### src/verilog/mcr_pkg.sv
package mcr_pkg;

    localparam int DATA_W = 16;
    localparam int ADDR_W = 8;

    // configuration word offsets
    localparam logic [7:0] OFS_PROTECTION_OPTION  = 8'h0b;
    localparam logic [7:0] OFS_OBSERVER_P_INDUCT  = 8'h0c;
    localparam logic [7:0] OFS_OBSERVER_I_DELAY   = 8'h0d;
    localparam logic [7:0] OFS_LOCK_SOFT_DEADTIME = 8'h0f;
    localparam logic [7:0] OFS_OVERCURRENT_START  = 8'h10;
    localparam logic [7:0] OFS_SPEED_DEMAND       = 8'h11;
    localparam logic [7:0] OFS_DETECT_THRESHOLD   = 8'h12;
    localparam logic [7:0] OFS_SENSE_SCALE        = 8'h14;
    localparam logic [7:0] OFS_SLIGHT_MOVE_STBY   = 8'h15;
    localparam logic [7:0] OFS_RESTART_BRAKE      = 8'h16;

    // readback word offsets
    localparam logic [7:0] OFS_MEASURED_SPEED     = 8'h78;
    localparam logic [7:0] OFS_MEASURED_BUS_CUR   = 8'h79;
    localparam logic [7:0] OFS_MEASURED_TORQUE    = 8'h7a;
    localparam logic [7:0] OFS_MEASURED_SUPPLY    = 8'h7b;
    localparam logic [7:0] OFS_MEASURED_TEMP      = 8'h7c;
    localparam logic [7:0] OFS_APPLIED_DEMAND     = 8'h7d;
    localparam logic [7:0] OFS_APPLIED_COMMAND    = 8'h7e;

    localparam int NUM_CFG = 10;
    localparam logic [7:0] CFG_OFS [NUM_CFG] = '{
        OFS_PROTECTION_OPTION, OFS_OBSERVER_P_INDUCT, OFS_OBSERVER_I_DELAY,
        OFS_LOCK_SOFT_DEADTIME, OFS_OVERCURRENT_START, OFS_SPEED_DEMAND,
        OFS_DETECT_THRESHOLD, OFS_SENSE_SCALE, OFS_SLIGHT_MOVE_STBY,
        OFS_RESTART_BRAKE};
    localparam logic [15:0] CFG_RESET = 16'h0000;

    // index of each word in the storage array
    localparam int W_PROT    = 0;
    localparam int W_OBS_P   = 1;
    localparam int W_OBS_I   = 2;
    localparam int W_LOCK_DT = 3;
    localparam int W_OC_ST   = 4;
    localparam int W_SPEED   = 5;
    localparam int W_DETECT  = 6;
    localparam int W_SENSE   = 7;
    localparam int W_NUDGE   = 8;
    localparam int W_RESTART = 9;

    // field positions
    localparam int F_CUR_LIMIT_EN  = 7;
    localparam int F_TUNE_WINDOW   = 15;
    localparam int F_DELAY_START   = 14;
    localparam int F_FIRST_SPD_LO  = 6;
    localparam int F_DEADTIME_LO   = 8;
    localparam int F_STANDBY_DIS   = 15;
    localparam int F_FULL_BRAKE    = 8;
    localparam int F_SAFE_BRAKE_LO = 14;
    localparam int F_OC_RECOVERY   = 3;
    localparam int F_OC_FILTER_LO  = 0;
    localparam int F_LOCK_ANGLE_LO = 2;
    localparam int F_RESTART_LO    = 6;
    localparam int F_LOCK_WAIT     = 11;
    localparam int F_DEMAND_SRC    = 9;
    localparam int F_DETECT_LO     = 8;
    localparam int F_NUDGE_LO      = 5;
    localparam int F_SENSE_LO      = 8;

    localparam logic [2:0] OC_FILTER_480NS = 3'h4;
    localparam logic [2:0] OC_DISABLED     = 3'h7;

    localparam logic [3:0] LOCK_DEG [4]      = '{4'h0, 4'h5, 4'h9, 4'hd};
    localparam logic [3:0] RESTART_LIMIT [4] = '{4'h0, 4'h3, 4'h5, 4'ha};

    // timing
    localparam int CLK_PERIOD_NS     = 40;
    localparam int CLK_HZ            = 25_000_000;
    localparam int OC_FILTER_NS      = 480;
    localparam int OC_FILTER_CYC     = (OC_FILTER_NS + CLK_PERIOD_NS - 1) / CLK_PERIOD_NS;
    localparam int DEADTIME_STEP_NS  = 40;
    localparam int DEADTIME_STEP_CYC = (DEADTIME_STEP_NS + CLK_PERIOD_NS - 1) / CLK_PERIOD_NS;
    localparam int OC_RECOVER_S      = 5;
    localparam int RESTART_SHORT_S   = 5;
    localparam int RESTART_LONG_S    = 10;
    localparam int TIMER_W           = 28;

    typedef struct packed {
        logic [15:0] speed;
        logic [15:0] busCurrent;
        logic [15:0] torqueCurrent;
        logic [15:0] supply;
        logic [15:0] temperature;
        logic [8:0]  controlCommand;
    } mcr_meas_s;

    typedef struct packed {
        logic [5:0] detectCurrentThreshold;
        logic [2:0] nudgeAmplitude;
        logic [7:0] observerPropGain;
        logic [7:0] observerIntegralGain;
        logic [7:0] senseResistor;
        logic       currentLimitEn;
        logic       tuneWindowOpen;
        logic       delayedStart;
        logic [1:0] firstCycleSpeed;
        logic [4:0] deadTimeCycles;
        logic       standbyAllowed;
        logic       fullBrake;
        logic [3:0] safeBrakeMult;
        logic       lockDetectEn;
        logic [3:0] lockAngleDeg;
    } mcr_cfg_s;

endpackage

### src/verilog/mcr_regs.sv
`timescale 1ns/1ps
`default_nettype none
module mcr_regs
    import mcr_pkg::*;
#(
    parameter int unsigned OC_RECOVER_CYC    = OC_RECOVER_S * CLK_HZ,
    parameter int unsigned RESTART_SHORT_CYC = RESTART_SHORT_S * CLK_HZ,
    parameter int unsigned RESTART_LONG_CYC  = RESTART_LONG_S * CLK_HZ
) (
    input  wire logic               clk,
    input  wire logic               arst_n,
    input  wire logic [7:0]         regAddr,
    input  wire logic [15:0]        regWrData,
    input  wire logic               regWrEn,
    input  wire logic               regRdEn,
    output var  logic [15:0]        regRdData,
    output var  logic               regRdValid,
    input  wire logic [8:0]         spdPinDemand,
    input  wire mcr_pkg::mcr_meas_s meas,
    input  wire logic               overcurrentSense,
    input  wire logic               currentOverLimit,
    input  wire logic               motorRestart,
    input  wire logic               lockFault,
    output var  mcr_pkg::mcr_cfg_s  cfg,
    output var  logic [8:0]         demandApplied,
    output var  logic               currentLimitActive,
    output var  logic               overcurrentShutdown,
    output var  logic               restartRequest,
    output var  logic               restartsExhausted
);
    import mcr_pkg::*;

    localparam logic [TIMER_W-1:0] OC_RECOVER_T    = TIMER_W'(OC_RECOVER_CYC);
    localparam logic [TIMER_W-1:0] RESTART_SHORT_T = TIMER_W'(RESTART_SHORT_CYC);
    localparam logic [TIMER_W-1:0] RESTART_LONG_T  = TIMER_W'(RESTART_LONG_CYC);
    localparam logic [3:0]         OC_FILT_LAST    = 4'(OC_FILTER_CYC - 1);

    logic [15:0] words [NUM_CFG];

    // only configuration offsets decode a write; readback words have no storage
    for (genvar i = 0; i < NUM_CFG; i++) begin : g_cfg
        mcr_cfg_word #(
            .MATCH     (CFG_OFS[i]),
            .RESET_VAL (CFG_RESET)
        ) u_word (
            .clk    (clk),
            .arst_n (arst_n),
            .addr   (regAddr),
            .wrData (regWrData),
            .wrEn   (regWrEn),
            .word   (words[i])
        );
    end

    // field decode: live from the stored words, registered once more
    always_ff @(posedge clk or negedge arst_n) begin
        if (!arst_n) begin
            cfg <= '0;
        end else begin
            cfg.detectCurrentThreshold <= words[W_DETECT][F_DETECT_LO +: 6];
            cfg.nudgeAmplitude         <= words[W_NUDGE][F_NUDGE_LO +: 3];
            cfg.observerPropGain       <= words[W_OBS_P][7:0];
            cfg.observerIntegralGain   <= words[W_OBS_I][7:0];
            cfg.senseResistor          <= words[W_SENSE][F_SENSE_LO +: 8];
            cfg.currentLimitEn         <= words[W_PROT][F_CUR_LIMIT_EN];
            cfg.tuneWindowOpen         <= words[W_OBS_P][F_TUNE_WINDOW];
            cfg.delayedStart           <= words[W_OBS_I][F_DELAY_START];
            cfg.firstCycleSpeed        <= words[W_OC_ST][F_FIRST_SPD_LO +: 2];
            cfg.deadTimeCycles         <= 5'((32'(words[W_LOCK_DT][F_DEADTIME_LO +: 4]) + 1)
                                             * DEADTIME_STEP_CYC);
            cfg.standbyAllowed         <= !words[W_NUDGE][F_STANDBY_DIS];
            cfg.fullBrake              <= words[W_RESTART][F_FULL_BRAKE];
            cfg.safeBrakeMult          <= 4'h1 << words[W_LOCK_DT][F_SAFE_BRAKE_LO +: 2];
            cfg.lockDetectEn           <= words[W_LOCK_DT][F_LOCK_ANGLE_LO +: 2] != 2'h0;
            cfg.lockAngleDeg           <= LOCK_DEG[words[W_LOCK_DT][F_LOCK_ANGLE_LO +: 2]];
        end
    end

    // speed demand selection, passed through unscaled so 0..511 stays linear
    always_ff @(posedge clk or negedge arst_n) begin
        if (!arst_n) begin
            demandApplied <= 9'h000;
        end else if (words[W_SPEED][F_DEMAND_SRC]) begin
            demandApplied <= words[W_SPEED][8:0];
        end else begin
            demandApplied <= spdPinDemand;
        end
    end

    always_ff @(posedge clk or negedge arst_n) begin
        if (!arst_n) begin
            currentLimitActive <= 1'b0;
        end else begin
            currentLimitActive <= words[W_PROT][F_CUR_LIMIT_EN] && currentOverLimit;
        end
    end

    // register reads: one cycle latency, unmapped offsets read zero
    always_ff @(posedge clk or negedge arst_n) begin
        if (!arst_n) begin
            regRdData  <= 16'h0000;
            regRdValid <= 1'b0;
        end else begin
            regRdValid <= regRdEn;
            if (regRdEn) begin
                regRdData <= 16'h0000;
                for (int i = 0; i < NUM_CFG; i++) begin
                    if (regAddr == CFG_OFS[i]) begin
                        regRdData <= words[i];
                    end
                end
                unique case (regAddr)
                    OFS_MEASURED_SPEED:   regRdData <= meas.speed;
                    OFS_MEASURED_BUS_CUR: regRdData <= meas.busCurrent;
                    OFS_MEASURED_TORQUE:  regRdData <= meas.torqueCurrent;
                    OFS_MEASURED_SUPPLY:  regRdData <= meas.supply;
                    OFS_MEASURED_TEMP:    regRdData <= meas.temperature;
                    OFS_APPLIED_DEMAND:   regRdData <= {7'h00, demandApplied};
                    OFS_APPLIED_COMMAND:  regRdData <= {7'h00, meas.controlCommand};
                    default: ;
                endcase
            end
        end
    end

    // overcurrent filter: sense must persist the whole window for code 100
    logic [2:0] ocSel;
    logic [3:0] ocRun_q;
    logic       ocTrip;
    assign ocSel = words[W_OC_ST][F_OC_FILTER_LO +: 3];

    always_ff @(posedge clk or negedge arst_n) begin
        if (!arst_n) begin
            ocRun_q <= 4'h0;
        end else if (!overcurrentSense) begin
            ocRun_q <= 4'h0;
        end else if (ocRun_q != OC_FILT_LAST) begin
            ocRun_q <= ocRun_q + 4'h1;
        end
    end

    // codes other than 100 and 111 trip on the first sensed cycle
    always_comb begin
        ocTrip = 1'b0;
        if (overcurrentSense && ocSel != OC_DISABLED) begin
            ocTrip = (ocSel != OC_FILTER_480NS) || (ocRun_q == OC_FILT_LAST);
        end
    end

    logic [TIMER_W-1:0] ocTimer_q;
    logic               ocRecover;
    assign ocRecover = words[W_OC_ST][F_OC_RECOVERY];

    always_ff @(posedge clk or negedge arst_n) begin
        if (!arst_n) begin
            ocTimer_q <= '0;
        end else if (ocTrip || !overcurrentShutdown || !ocRecover) begin
            ocTimer_q <= '0;
        end else if (ocTimer_q != OC_RECOVER_T - 1'b1) begin
            ocTimer_q <= ocTimer_q + 1'b1;
        end
    end

    // a fresh trip wins over any clear in the same cycle
    always_ff @(posedge clk or negedge arst_n) begin
        if (!arst_n) begin
            overcurrentShutdown <= 1'b0;
        end else if (ocTrip) begin
            overcurrentShutdown <= 1'b1;
        end else if (!ocRecover && motorRestart) begin
            overcurrentShutdown <= 1'b0;
        end else if (ocRecover && ocTimer_q == OC_RECOVER_T - 1'b1) begin
            overcurrentShutdown <= 1'b0;
        end
    end

    // lock fault retry: wait, then request a restart, up to the attempt limit
    typedef enum logic [1:0] {RS_IDLE, RS_WAIT, RS_DONE} mcr_restart_e;
    mcr_restart_e       rsState_q;
    logic [TIMER_W-1:0] rsTimer_q;
    logic [TIMER_W-1:0] rsWaitLast;
    logic [3:0]         rsLimit;
    logic [3:0]         rsCount_q;
    assign rsWaitLast = (words[W_RESTART][F_LOCK_WAIT] ? RESTART_LONG_T : RESTART_SHORT_T)
                        - 1'b1;
    assign rsLimit    = RESTART_LIMIT[words[W_RESTART][F_RESTART_LO +: 2]];

    always_ff @(posedge clk or negedge arst_n) begin
        if (!arst_n) begin
            rsState_q      <= RS_IDLE;
            rsTimer_q      <= '0;
            rsCount_q      <= 4'h0;
            restartRequest <= 1'b0;
        end else begin
            restartRequest <= 1'b0;
            unique case (rsState_q)
                RS_IDLE: begin
                    rsTimer_q <= '0;
                    if (lockFault) begin
                        // limit code 0 retries forever; the count saturates
                        if (rsLimit == 4'h0 || rsCount_q < rsLimit) begin
                            rsState_q <= RS_WAIT;
                        end else begin
                            rsState_q <= RS_DONE;
                        end
                    end
                end
                RS_WAIT: begin
                    if (rsTimer_q >= rsWaitLast) begin
                        rsState_q      <= RS_IDLE;
                        restartRequest <= 1'b1;
                        if (rsCount_q != 4'hf) begin
                            rsCount_q <= rsCount_q + 4'h1;
                        end
                    end else begin
                        rsTimer_q <= rsTimer_q + 1'b1;
                    end
                end
                RS_DONE: begin
                    // only a fresh start command rearms the retries
                    if (motorRestart) begin
                        rsState_q <= RS_IDLE;
                        rsCount_q <= 4'h0;
                    end
                end
            endcase
        end
    end

    always_ff @(posedge clk or negedge arst_n) begin
        if (!arst_n) begin
            restartsExhausted <= 1'b0;
        end else begin
            restartsExhausted <= (rsState_q == RS_DONE) && !motorRestart;
        end
    end

    // separate count for the filter check, so a broken filter counter cannot hide
    logic [3:0] chkOcHeld_q;
    always_ff @(posedge clk or negedge arst_n) begin
        if (!arst_n) begin
            chkOcHeld_q <= 4'h0;
        end else if (!overcurrentSense || ocSel != OC_FILTER_480NS) begin
            chkOcHeld_q <= 4'h0;
        end else if (chkOcHeld_q != 4'hf) begin
            chkOcHeld_q <= chkOcHeld_q + 4'h1;
        end
    end
endmodule
`default_nettype wire

### src/verilog/mcr_cfg_word.sv
`timescale 1ns/1ps
`default_nettype none
module mcr_cfg_word #(
    parameter logic [7:0]  MATCH     = 8'h00,
    parameter logic [15:0] RESET_VAL = 16'h0000
) (
    input  wire logic        clk,
    input  wire logic        arst_n,
    input  wire logic [7:0]  addr,
    input  wire logic [15:0] wrData,
    input  wire logic        wrEn,
    output var  logic [15:0] word
);
    always_ff @(posedge clk or negedge arst_n) begin
        if (!arst_n) begin
            word <= RESET_VAL;
        end else if (wrEn && addr == MATCH) begin
            word <= wrData;
        end
    end
endmodule
`default_nettype wire

### config.mk
export PLATFORM = sky130hd
export DESIGN_NAME = mcr_regs
export DESIGN_NICKNAME = d
export VERILOG_FILES = /design/src/verilog/mcr_pkg.sv /design/src/verilog/mcr_regs.sv /design/src/verilog/mcr_cfg_word.sv
export SDC_FILE = /design/constraint.sdc
export NUM_CORES = 1
export LEC_CHECK = 0
export BUFFER_PORTS_ARGS = -buffer_cell sky130_fd_sc_hd__buf_2
export CORE_MARGIN = 5
export CORE_UTILIZATION = 58
export CTS_BUF_LIST = sky130_fd_sc_hd__clkbuf_16
export DETAILED_ROUTE_END_ITERATION = 8
export MAX_ROUTING_LAYER = met4
export PLACE_DENSITY = 0.81
export SYNTH_ARGS = -nofsm -noshare
export SYNTH_HDL_FRONTEND = slang
export SYNTH_SLANG_ARGS = --single-unit
export TNS_END_PERCENT = 20
### constraint.sdc
create_clock -name clk -period 3.5 [get_ports clk]
set_input_delay 0.7 -clock clk [delete_from_list [all_inputs] [get_ports clk]]
set_output_delay 0.7 -clock clk [all_outputs]
set_load 0.05 [all_outputs]
==> impl_metrics.toml <==
[logic_synthesis]
synth_fp_nets = 1422
post_synth.cell_area_avg_um2 = 11.7
ys_warn_count = 0
mappedNetlistArea_um2 = 14800
yosys_most_used_dff = "sky130_fd_sc_hd__dfrtp_1"
synthMostInstantiatedCell = "sky130_fd_sc_hd__dfrtp_1"
post-synth-top-area-fraction_pct = 52.2
asyncSetResetFlopFracSynth_pct = 100
synth.area.top_cells = "sky130_fd_sc_hd__dfrtp_1, sky130_fd_sc_hd__mux2_2, sky130_fd_sc_hd__nor2_1, sky130_fd_sc_hd__ha_1, sky130_fd_sc_hd__a21oi_1"
yosys.cell_types.count = 79
synth_cells = 1265
synth-edff-count = 0
synth_largest_area_cell = "sky130_fd_sc_hd__dfrtp_1"
synth.ff_latch_count = 308
ys_seq_area_share_pct = 52.2
synth.top_cells.by_count = "sky130_fd_sc_hd__dfrtp_1, sky130_fd_sc_hd__mux2_2, sky130_fd_sc_hd__nor2_1"

[clock_tree]
cts.reportedPaths.clkPinSlew_ps = 60
hold_buffers = 0
cts_made_buffers = 34
clock_sink_count = 308
ctsHtreeMaxLevel = 2
postCtsSetupRepairBufs = 0
tritoncts = "yes"
cts_buffer_depth = 3
clkLatencyLatePin_ps = 520
ctsRootBufferMaster = "sky130_fd_sc_hd__clkbuf_16"
postCtsResizedCells = 0

[final_layout]
finalNetCount = 1644
flow.area_growth_from_synthesis_pct = 17.3
filler_cell_count = 1870
drive_above_1_share_pct = 34.9
postLayoutCoreUtil_pct = 68.9

[timing]
unrepaired_setup_endpoints_after_global_routing = "false"
worst_pin_slew_ps = 792
final_min_period_over_clock_period_pct = 87.9
timing.fmax_mhz = 325
finalSetupViolCount = 0
tns_ps = 0
final.setup_skew_ps = 14.9
finalHoldViolations = 0
slew-limit-headroom_pct = 47.1
fin_crit_ps = 3080
total_count_of_max_transition_violations_in_the_final_report = 0

[pwr]
ir_drop_v = 0.000289
pwr_per_cell_area_nw_per_um2 = 453
power.leakage_nw = 8.47

[grt]
via_count_of_the_first_global_routing_pass = 12300
pin_count_of_the_biggest_net_entering_global_routing = 79
antenna_found_initial = 1
grt_pass1_wl_um = 67300
grt_overflow_total = 0
track_usage_pct = 30.6

[worst_setup_path]
start_kind = "flip-flop"
timing.critical_path.arrival_ps = 3460
timing_worst_setup_path_type = "flip-flop to flip-flop"
timing.critical_path.from = "g_cfg[9].u_word.word[11]"
worst_setup_path_end_kind = "flip-flop"
worstReg2RegStart = "g_cfg[9].u_word.word[11]"
timing.critical_path.required_ps = 3880
critPathMaxFanout = 9

[place]
place_congestion = 0.914
place_hpwl_um = 29000
portBuffers = 212

[floorplan]
die_h_um = 169
boundaryPins = 214
num_rows = 58
core_area_um2 = 25100
die_w_um = 169
floorplan.initialDensity_pct = 58.8
die-area_um2 = 28700

[detailed_routing]
detail_route.first_pass.iterations = 7
detail_route.iter0.violations = 1221
routed_wl_um = 42300
vias = 11600
detail_route.drc_violations = 0
viasPerCell = 6.29
avgRoutedWirePerCell_um = 23.0
ant_nets = 0

[status]
run_status = "finished, final reports clean"

[hold_path]
hp-class = "input port to asynchronous set/reset pin"

[flow_run]
maxCapViolations = 0
-- power by group --
part | internal (mW) | switching [mW] | leakage (nW)
logic | 0.271 | 0.508 | 3.78
clock network | 1.84 | 1.42 | 0.529
registers | 3.70 | 0.106 | 4.16
-- cells by family after synthesis --
logic type,count (synthesis),synth area share [%]
AOI/OAI and AO/OA,234,10.9
muxes,215,17.3
and+or+nand+nor,345,12.3
adders and majority gates,27,2.29
buffers and inverters,104,3.06
xor gates and xnor gates,31,1.84
other,1,0.0254
DFF,308,52.2
-- sequential cells by signal (all words and copies together) (netlist names) --
register / cells
regRdValid: 1
regRdData: 16
restartRequest: 1
demandApplied: 9
ocRun_q: 4
restartsExhausted: 1
currentLimitActive: 1
rsTimer_q: 28
cfg: 52
rsState_q: 2
overcurrentShutdown: 1
g_cfg.u_word.word: 160
ocTimer_q: 28
rsCount_q: 4
-- worst paths after layout --
check | endpoint | slack [ps] | cells past startpoint
max | rsCount_q[0] | 420 | 8
min | rsTimer_q[22] | 170 | 1
max reg2reg | rsCount_q[0] | 420 | 8
min reg2reg | cfg[32] | 390 | 0
max in group asynchronous | g_cfg[0].u_word.word[14] | 2450 | 2
min in group clk | cfg[32] | 390 | 0
-- critical path: stages (launching register included) --
cell	delay, ps
sky130_fd_sc_hd__dfrtp_1	580
sky130_fd_sc_hd__inv_1	280
sky130_fd_sc_hd__ha_1	350
sky130_fd_sc_hd__nand4b_1	110
sky130_fd_sc_hd__a2111oi_0	520
sky130_fd_sc_hd__a2111oi_2	150
sky130_fd_sc_hd__a21oi_2	440
sky130_fd_sc_hd__nand2_1	130
sky130_fd_sc_hd__a2111oi_0	400
-- placed cells by master (no fill, tap or decap), drive strengths merged, types with 8 or more instances in the layout --
master / instances
a21oi: 61
a221oi: 24
a222oi: 9
a22oi: 13
a31oi: 9
and3: 14
buf: 263
clkbuf: 34
clkinv: 14
dfrtp: 308
ha: 27
inv: 37
mux2: 191
mux2i: 14
mux4: 10
nand2: 63
nand2b: 12
nand3: 42
nand4: 13
nor2: 102
nor2b: 15
nor3: 28
o211ai: 11
o21ai: 38
o221ai: 9
o22ai: 11
or3: 17
xnor2: 23
xor2: 8
-- per-layer routing --
metal / wire length [um] / vias to the layer above / global-route usage (%)
li1: - / 5092 / -
met1: 16400 / 5701 / 39.0
met2: 19900 / 621 / 47.1
met3: 3740 / 171 / 6.50
met4: 2260 / 0 / 14.7
met5: 0 / - / -
-- metrics by stage --
step           area, um2  power (mW)  setup slack (ps)  instances  hold WS, ps
6_report           17300        7.85               423       1841          167
4_1_cts            17300        7.89               459       1840          176
3_5_place_dp       16300        4.64               397       1781          380
5_1_grt            17300        8.11               140       1841          209
3_3_place_gp       16300        4.62               464       1781          377
2_1_floorplan      14800        4.30               901       1265          364
-- final cells by class --
cell class | count | area (um2) | share of cell area [%]
Clock buffer | 34 | 851 | 4.92
Sequential cell | 308 | 7710 | 44.5
Clock inverter | 25 | 148 | 0.853
Tap cell | 330 | 413 | 2.39
Antenna cell | 1 | 2.50 | 0.0145
Multi-Input combinational cell | 853 | 6600 | 38.1
Timing Repair Buffer | 263 | 1480 | 8.56
Inverter | 27 | 101 | 0.586
Power figures use the tool's default switching activity.
